$ cat src/hdl/rbt_pkg.sv
// Shared types, constants and helpers for the registered bus transceiver.
package rbt_pkg;

	localparam int RBT_WIDTH = 8;
	localparam int RBT_LOG_DEPTH = 8;
	localparam int RBT_SYNC_STAGES = 2;
	localparam logic [7:0] RBT_REG_RST = 8'h00;
	localparam logic RBT_BIT_RST = 1'b0;

	typedef struct packed {
		logic drive_gate_n;
		logic dir;
		logic a_side_capture_clock;
		logic b_side_capture_clock;
		logic a_to_b_source_select;
		logic b_to_a_source_select;
	} rbt_ctrl_t;

	typedef struct packed {
		logic from_b;
		logic [RBT_WIDTH-1:0] data;
	} rbt_log_t;

	localparam int RBT_CTRL_W = $bits(rbt_ctrl_t);
	localparam int RBT_LOG_W = $bits(rbt_log_t);
	localparam logic [RBT_LOG_W-1:0] RBT_LOG_RST = 9'h000;

	typedef enum logic [1:0] {
		RBT_ISOLATE = 2'b00,
		RBT_DRIVE_A = 2'b01,
		RBT_DRIVE_B = 2'b10
	} rbt_mode_t;

	function automatic rbt_mode_t rbt_mode(input logic gate_n, input logic dir);
		if (gate_n) begin
			return RBT_ISOLATE;
		end
		return dir ? RBT_DRIVE_B : RBT_DRIVE_A;
	endfunction : rbt_mode

	function automatic logic [RBT_WIDTH-1:0] rbt_route(input logic [RBT_WIDTH-1:0] live,
		input logic [RBT_WIDTH-1:0] stored, input logic sel_stored, input logic inv);
		logic [RBT_WIDTH-1:0] v;
		v = sel_stored ? stored : live;
		return inv ? ~v : v;
	endfunction : rbt_route

endpackage : rbt_pkg

$ cat src/hdl/rbt_sync.sv
// Two-stage synchroniser for a vector of asynchronous pin inputs.
`timescale 1ns/1ps
module rbt_sync #(
	parameter int W = 1
) (
	input wire logic sys_clk,
	input wire logic rst,
	input wire logic [W-1:0] async_in,
	output logic [W-1:0] sync_out
);
	import rbt_pkg::*;

	logic [W-1:0] meta_r;
	logic [W-1:0] meta_nxt;
	logic [W-1:0] sync_r;
	logic [W-1:0] sync_nxt;

	// The first stage feeds only the second stage.
	always_comb begin
		meta_nxt = async_in;
		sync_nxt = meta_r;
	end

	always_ff @(posedge sys_clk) begin
		if (rst) begin
			meta_r <= '0;
			sync_r <= '0;
		end else begin
			meta_r <= meta_nxt;
			sync_r <= sync_nxt;
		end
	end

	assign sync_out = sync_r;

endmodule : rbt_sync

$ cat src/hdl/rbt_fifo.sv
// Flop-based FIFO with valid/ready handshakes on both sides.
`timescale 1ns/1ps
module rbt_fifo #(
	parameter int W = 9,
	parameter int DEPTH = 8
) (
	input wire logic sys_clk,
	input wire logic rst,
	input wire logic in_valid,
	output logic in_ready,
	input wire logic [W-1:0] in_data,
	output logic out_valid,
	input wire logic out_ready,
	output logic [W-1:0] out_data
);
	import rbt_pkg::*;

	localparam int AW = (DEPTH > 1) ? $clog2(DEPTH) : 1;
	localparam int CW = $clog2(DEPTH + 1);

	logic [W-1:0] mem_r [DEPTH];
	logic [W-1:0] mem_nxt [DEPTH];
	logic [AW-1:0] wr_r, wr_nxt, rd_r, rd_nxt;
	logic [CW-1:0] cnt_r, cnt_nxt;
	logic push, pop;

	function automatic logic [AW-1:0] ptr_inc(input logic [AW-1:0] p);
		return (p == AW'(DEPTH - 1)) ? '0 : AW'(p + 1'b1);
	endfunction : ptr_inc

	assign in_ready = (cnt_r != CW'(DEPTH));
	assign out_valid = (cnt_r != '0);
	assign out_data = mem_r[rd_r];
	assign push = in_valid && in_ready;
	assign pop = out_valid && out_ready;

	always_comb begin
		mem_nxt = mem_r;
		wr_nxt = wr_r;
		rd_nxt = rd_r;
		cnt_nxt = cnt_r;
		if (push) begin
			mem_nxt[wr_r] = in_data;
			wr_nxt = ptr_inc(wr_r);
		end
		if (pop) begin
			rd_nxt = ptr_inc(rd_r);
		end
		if (push && !pop) begin
			cnt_nxt = CW'(cnt_r + 1'b1);
		end else if (pop && !push) begin
			cnt_nxt = CW'(cnt_r - 1'b1);
		end
	end

	always_ff @(posedge sys_clk) begin
		if (rst) begin
			wr_r <= '0;
			rd_r <= '0;
			cnt_r <= '0;
		end else begin
			wr_r <= wr_nxt;
			rd_r <= rd_nxt;
			cnt_r <= cnt_nxt;
		end
		mem_r <= mem_nxt;
	end

endmodule : rbt_fifo

$ cat src/hdl/rbt_transceiver.sv
// Eight-bit registered bus transceiver with per-side storage and capture log.
//
// Functional notes
// Rising capture clock stores its bus value.
// Capture ignores drive gate and direction.
// Gate high: neither bus driven, capture continues.
// Gate low, dir low: live B onto A.
// Source select high: stored B onto A.
// Dir high: live or stored A onto B.
// Never drive both buses together.
// Undriven port capturable into either register.
// Independent A and B eight-bit registers.
// No rising edge keeps register unchanged.
// Bus owner holds data stable around edges.
`timescale 1ns/1ps
module rbt_transceiver #(
	parameter bit INVERT = 1'b0,
	parameter int LOG_DEPTH = rbt_pkg::RBT_LOG_DEPTH
) (
	input wire logic sys_clk,
	input wire logic rst,
	input wire logic drive_gate_n,
	input wire logic dir,
	input wire logic a_side_capture_clock,
	input wire logic b_side_capture_clock,
	input wire logic a_to_b_source_select,
	input wire logic b_to_a_source_select,
	input wire logic [rbt_pkg::RBT_WIDTH-1:0] a_bus_in,
	output logic [rbt_pkg::RBT_WIDTH-1:0] a_bus_out,
	output logic a_bus_oe,
	input wire logic [rbt_pkg::RBT_WIDTH-1:0] b_bus_in,
	output logic [rbt_pkg::RBT_WIDTH-1:0] b_bus_out,
	output logic b_bus_oe,
	output logic [rbt_pkg::RBT_WIDTH-1:0] a_stored,
	output logic [rbt_pkg::RBT_WIDTH-1:0] b_stored,
	output logic log_valid,
	input wire logic log_ready,
	output rbt_pkg::rbt_log_t log_entry,
	output logic log_full,
	output logic overflow,
	input wire logic overflow_clear
);
	import rbt_pkg::*;

	localparam int SW = RBT_CTRL_W + 2 * RBT_WIDTH;

	// The synchroniser clears to zero, so the gate travels inverted and reads as high
	// (isolated) straight after reset instead of briefly driving the A bus.
	localparam rbt_ctrl_t IDLE_CTRL = '{drive_gate_n: 1'b1, default: 1'b0};

	rbt_ctrl_t ctrl_raw, ctrl_flip, ctrl_s;
	logic [RBT_WIDTH-1:0] bus_a_s, bus_b_s;
	logic [SW-1:0] sync_vec;

	assign ctrl_raw = '{drive_gate_n: drive_gate_n, dir: dir,
		a_side_capture_clock: a_side_capture_clock,
		b_side_capture_clock: b_side_capture_clock,
		a_to_b_source_select: a_to_b_source_select,
		b_to_a_source_select: b_to_a_source_select};

	// Data and capture clocks share one synchroniser so both see equal latency.
	rbt_sync #(
		.W(SW)
	) u_sync (
		.sys_clk(sys_clk),
		.rst(rst),
		.async_in({ctrl_raw ^ IDLE_CTRL, a_bus_in, b_bus_in}),
		.sync_out(sync_vec)
	);

	assign {ctrl_flip, bus_a_s, bus_b_s} = sync_vec;
	assign ctrl_s = rbt_ctrl_t'(ctrl_flip ^ IDLE_CTRL);

	// Storage and edge detection state.
	logic cpa_prev_r, cpa_prev_nxt, cpb_prev_r, cpb_prev_nxt;
	logic [RBT_WIDTH-1:0] a_reg_r, a_reg_nxt, b_reg_r, b_reg_nxt;
	logic edge_a, edge_b;

	assign edge_a = ctrl_s.a_side_capture_clock && !cpa_prev_r;
	assign edge_b = ctrl_s.b_side_capture_clock && !cpb_prev_r;

	always_comb begin
		cpa_prev_nxt = ctrl_s.a_side_capture_clock;
		cpb_prev_nxt = ctrl_s.b_side_capture_clock;
		a_reg_nxt = a_reg_r;
		b_reg_nxt = b_reg_r;
		// Gate and direction deliberately play no part here.
		if (edge_a) begin
			a_reg_nxt = bus_a_s;
		end
		if (edge_b) begin
			b_reg_nxt = bus_b_s;
		end
	end

	always_ff @(posedge sys_clk) begin
		if (rst) begin
			cpa_prev_r <= RBT_BIT_RST;
			cpb_prev_r <= RBT_BIT_RST;
			a_reg_r <= RBT_REG_RST;
			b_reg_r <= RBT_REG_RST;
		end else begin
			cpa_prev_r <= cpa_prev_nxt;
			cpb_prev_r <= cpb_prev_nxt;
			a_reg_r <= a_reg_nxt;
			b_reg_r <= b_reg_nxt;
		end
	end

	// Output drive state.
	rbt_mode_t mode;
	logic a_oe_r, a_oe_nxt, b_oe_r, b_oe_nxt;
	logic [RBT_WIDTH-1:0] a_out_r, a_out_nxt, b_out_r, b_out_nxt;

	assign mode = rbt_mode(ctrl_s.drive_gate_n, ctrl_s.dir);

	always_comb begin
		a_oe_nxt = 1'b0;
		b_oe_nxt = 1'b0;
		a_out_nxt = rbt_route(bus_b_s, b_reg_r, ctrl_s.b_to_a_source_select, INVERT);
		b_out_nxt = rbt_route(bus_a_s, a_reg_r, ctrl_s.a_to_b_source_select, INVERT);
		// Only one enable can rise per mode, so the buses never fight.
		unique case (mode)
			RBT_ISOLATE: begin
				a_oe_nxt = 1'b0;
				b_oe_nxt = 1'b0;
			end
			RBT_DRIVE_A: begin
				a_oe_nxt = 1'b1;
			end
			RBT_DRIVE_B: begin
				b_oe_nxt = 1'b1;
			end
			default: begin
				a_oe_nxt = 1'b0;
				b_oe_nxt = 1'b0;
			end
		endcase
	end

	always_ff @(posedge sys_clk) begin
		if (rst) begin
			a_oe_r <= RBT_BIT_RST;
			b_oe_r <= RBT_BIT_RST;
			a_out_r <= RBT_REG_RST;
			b_out_r <= RBT_REG_RST;
		end else begin
			a_oe_r <= a_oe_nxt;
			b_oe_r <= b_oe_nxt;
			a_out_r <= a_out_nxt;
			b_out_r <= b_out_nxt;
		end
	end

	// Capture log: every stored word is also queued for the user side.
	// Captures cannot be stalled, so a full FIFO drops the word and flags it.
	logic pend_r, pend_nxt;
	logic [RBT_WIDTH-1:0] pend_data_r, pend_data_nxt;
	logic push_valid, fifo_in_ready, fifo_out_valid, fifo_out_ready;
	rbt_log_t push_entry;
	logic [RBT_LOG_W-1:0] fifo_out_data;
	logic ovf_r, ovf_nxt, full_r, full_nxt, lv_r, lv_nxt;
	rbt_log_t le_r, le_nxt;

	always_comb begin
		pend_nxt = 1'b0;
		pend_data_nxt = pend_data_r;
		push_valid = 1'b0;
		push_entry = '{from_b: 1'b0, data: bus_a_s};
		// Synchronised edges are at least two cycles apart, so the pending slot
		// always frees before the next edge can arrive.
		if (pend_r) begin
			push_valid = 1'b1;
			push_entry = '{from_b: 1'b1, data: pend_data_r};
		end else if (edge_a) begin
			push_valid = 1'b1;
			if (edge_b) begin
				pend_nxt = 1'b1;
				pend_data_nxt = bus_b_s;
			end
		end else if (edge_b) begin
			push_valid = 1'b1;
			push_entry = '{from_b: 1'b1, data: bus_b_s};
		end
		ovf_nxt = ovf_r;
		if (overflow_clear) begin
			ovf_nxt = 1'b0;
		end
		// A drop in the clearing cycle still sets the flag.
		if (push_valid && !fifo_in_ready) begin
			ovf_nxt = 1'b1;
		end
		full_nxt = !fifo_in_ready;
		fifo_out_ready = !lv_r || log_ready;
		lv_nxt = lv_r;
		le_nxt = le_r;
		if (fifo_out_ready) begin
			lv_nxt = fifo_out_valid;
			if (fifo_out_valid) begin
				le_nxt = rbt_log_t'(fifo_out_data);
			end
		end
	end

	rbt_fifo #(
		.W(RBT_LOG_W),
		.DEPTH(LOG_DEPTH)
	) u_log (
		.sys_clk(sys_clk),
		.rst(rst),
		.in_valid(push_valid),
		.in_ready(fifo_in_ready),
		.in_data(push_entry),
		.out_valid(fifo_out_valid),
		.out_ready(fifo_out_ready),
		.out_data(fifo_out_data)
	);

	always_ff @(posedge sys_clk) begin
		if (rst) begin
			pend_r <= RBT_BIT_RST;
			pend_data_r <= RBT_REG_RST;
			ovf_r <= RBT_BIT_RST;
			full_r <= RBT_BIT_RST;
			lv_r <= RBT_BIT_RST;
			le_r <= RBT_LOG_RST;
		end else begin
			pend_r <= pend_nxt;
			pend_data_r <= pend_data_nxt;
			ovf_r <= ovf_nxt;
			full_r <= full_nxt;
			lv_r <= lv_nxt;
			le_r <= le_nxt;
		end
	end

	assign a_bus_out = a_out_r;
	assign a_bus_oe = a_oe_r;
	assign b_bus_out = b_out_r;
	assign b_bus_oe = b_oe_r;
	assign a_stored = a_reg_r;
	assign b_stored = b_reg_r;
	assign log_valid = lv_r;
	assign log_entry = le_r;
	assign log_full = full_r;
	assign overflow = ovf_r;
endmodule : rbt_transceiver

$ cat config.mk
export PLATFORM = sky130hd
export DESIGN_NAME = rbt_transceiver
export DESIGN_NICKNAME = d
export VERILOG_FILES = /design/src/hdl/rbt_pkg.sv /design/src/hdl/rbt_sync.sv /design/src/hdl/rbt_fifo.sv /design/src/hdl/rbt_transceiver.sv
export SDC_FILE = /design/constraint.sdc
export NUM_CORES = 1
export LEC_CHECK = 0
export ABC_AREA = 1
export CAP_MARGIN = 20
export CORE_MARGIN = 2
export CORE_UTILIZATION = 35
export DETAILED_ROUTE_END_ITERATION = 6
export DONT_BUFFER_PORTS = 1
export HOLD_SLACK_MARGIN = 0.08
export PLACE_DENSITY = 0.5
export SYNTH_ARGS = -nofsm -noshare
export SYNTH_HDL_FRONTEND = slang
export SYNTH_HIERARCHICAL = 1
export SYNTH_SLANG_ARGS = --single-unit
$ cat constraint.sdc
create_clock -name sys_clk -period 2.3 [get_ports sys_clk]
set_input_delay 0.23 -clock sys_clk [delete_from_list [all_inputs] [get_ports sys_clk]]
set_output_delay 0.23 -clock sys_clk [all_outputs]
set_load 0.01 [all_outputs]
==> impl_results.md <==
- Status: completed
- Tmin final: 2080 ps
- Synth cell types: 29
- Die Width: 145 um
- Final Skew: 5.85 ps
- # rows: 51
- NumNets Final: 825
- Clock root buffer master: clkbuf_16
- Vias per cell: 4.53
- Largest net degree at the start of global routing: 57
- Total power: 8420 uW
- DR WL/cell: 13.9 um
- Fmax: 481 MHz
- RSZ-0062 raised after global routing: false
- Critical R2R Launch: cpb_prev_r
- Area contributors post-synth: dfxtp_1, edfxtp_1, nor2_1
- Setup violators final: 0
- Die area: 21,000 um2
- CTS tree: built
- WHS Path Cells: 2
- PwrDens: 1040 nW/um2
- Clock tree sinks: 183
- H-tree levels: 4
- Period utilization: 0.903
- Vias in the first global route: 4,758
- Total grt overflow: 0
- Drc violations: 0
- Synthesized area per cell: 9.20 um2
- Synth top area share: 0.319
- Max Cap Viol: 0
- Synth warn: 6
- Number of port buffers: 0
- Clk_lat worst skew: 430 ps
- HP Class: input port to flop
- Bufs on Longest Clock Path: 2
- Final setup margin: 223 ps
- Routability Congestion: 0.795
- Initial antenna violation count: 0
- Die height: 145 um
- VDD IR max: 0.000532 V
- Post-detail-place hpwl: 10,200 um
- Ant diodes: 0
- Crit Path Class: flop to flop
- Critical Path, Cell by Cell: inv_1 -> nand2_1 -> nand3_1 -> nand2_1 -> inv_1 -> ha_1 -> inv_2 -> ha_1 -> or2_2 -> nand3_1 -> nand3_1 -> nand2_1 -> inv_1
- Syn_nets: 791
- Launch point of the worst path: cpb_prev_r
- Via count: 4,837
- Synth area leader: dfxtp_1
- Most frequent cells after synthesis: nor2_1, dfxtp_1, nand2_1
- Critical Path Max Stage Delay: 330 ps
- Reg2Reg Setup Slack: 220 ps
- Sequential-to-total area share from yosys stat: 0.629
- I/O pins: 72
- Area delta synth->final: 15.8%
- Initial Util: 0.357
- Setup_tns: 0 ps
- Most common cell in the synthesized netlist: nor2_1
- Post-synthesis instance total: 757
- Overall Global Routing Usage: 0.148
- Worst EP required: 2630 ps
- Worst r2r path cells: 13
- First-pass DRT Iterations: 4
- Slowest cell on crit path: dfxtp_1
- Total Wirelength: 14,900 um
- Pleak: 0.00334 uW
- CP startpoint kind: flop
- R2r endpoint: u_log/cnt_r[3]
- Worst slew pin tran: 597 ps
- Max_slew headroom: 0.602
- First-pass GRT wire length: 24,600 um
- Fillers: 1,909
- Crit end category: flop
- Core ar.: 19,500 um2
- Syn Std Cell Area: 6970 um2
- Hold slack: 117 ps
- Pre-CTS setup slack: 177 ps
- Final hold violations: 0
- Synthesis-stage register bit count: 183
- Worst path arrival time: 2410 ps
- Ys async rst share: 0
- ANT nets after route: 0
- CTS Buf Count: 17
- Post-synth EDFFs: 72
- Worst-path clk slew: 70 ps
- DRT iter0 DRCs: 253
- Critical Path End: u_log/cnt_r[3]
- Synth Flop Type: dfxtp_1
- Critical Path Fanout Max: 4
- Share of cells above drive strength 1: 0.0809
- Final Max Slew Viols: 0
-- where the power goes --
group | internal, uW | switching (uW)
registers | 3610 | 195
logic | 603 | 1220
clock network | 1560 | 1230
-- registers in the layout, indices dropped and copies added, names as in the netlist, 3 cells and up --
signal and count:
a_bus_out 8, a_stored 8, b_bus_out 8, b_stored 8
log_entry 9, pend_data_r 8, u_log/cnt_r 4, u_log/mem_r 72
u_log/rd_r 3, u_log/wr_r 3, u_sync/meta_r 22, u_sync/sync_out 22
-- worst min-delay path by stage --
stage | startpoint | endpoint | slack (ps)
2_1_floorplan | rst | log_valid | 300
3_3_place_gp | rst | u_sync/meta_r[20] | 310
3_5_place_dp | rst | log_valid | 310
4_1_cts | rst | u_sync/sync_out[11] | 100
5_1_grt | rst | u_sync/sync_out[11] | 110
6_report | rst | u_sync/sync_out[11] | 120
-- timing repair --
action                     in CTS  in global routing
setup endpoints to repair       0                  1
hold endpoints to repair       62                  0
resized for setup               0                  2
hold buffers                   25                  0
setup buffers                   0                  0
-- cells in the final DEF, fill, tap and decap left out, types with 2 or more instances in the layout --
cell type and n:
nand2_1 91, xor2_1 2, nand3_1 34, a21oi_1 25
inv_1 76, clkinv_4 4, ha_1 7, dfxtp_1 110
clkbuf_16 19, buf_4 20, inv_6 2, nand2_2 2
clkinv_1 2, o21ai_1 22, o21ai_0 62, nor2_1 206
dlygate4sd3_1 24, edfxtp_1 72, nand3_2 2, inv_2 4
inv_4 3
-- routing by layer --
layer	up-vias	global-route usage	wire [um]
li1	2477	-	-
met1	2233	0.201	7090
met2	118	0.234	6840
met3	9	0.0358	831
met4	0	0.0485	122
met5	-	0	0
-- critical path, delay by kind of cell (launching register included) --
family        cells  cell delay (ps)
buf+inv           4              270
simple gates      7              900
flops             1              330
fa+ha+maj         2              480
-- per-stage QoR --
| step | instances | utilization | cell area, um2 |
|---|---|---|---|
| final | 1068 | 0.413 | 8070 |
| after global routing | 1068 | 0.413 | 8070 |
| after CTS | 1068 | 0.413 | 8070 |
| after detailed placement | 1012 | 0.370 | 7230 |
| after global placement | 1012 | 0.370 | 7230 |
| after floorplan | 757 | - | 6970 |
-- cells by family (layout without fill, tap and decap cells) --
kind of cell / after synthesis / after routing / synth area share
adders and majority gates: 8 / 8 / 0.0154
and+or+nand+nor: 342 / 342 / 0.198
buffers and inverters: 113 / 159 / 0.0763
AOI/OAI and AO/OA: 109 / 109 / 0.0783
xor gates and xnor gates: 2 / 2 / 0.00251
DFF: 183 / 183 / 0.629
-- area by class of cell --
class	instances	area [um2]	area share
timing repair buffer	45	410	0.0509
clock buffer	21	493	0.0611
sequential	183	4390	0.544
multi-input combinational	461	2050	0.254
clock inverter	10	82.6	0.0102
inverter	83	313	0.0388
tap	265	332	0.0411
No activity file was read; power rests on OpenSTA's default activity.
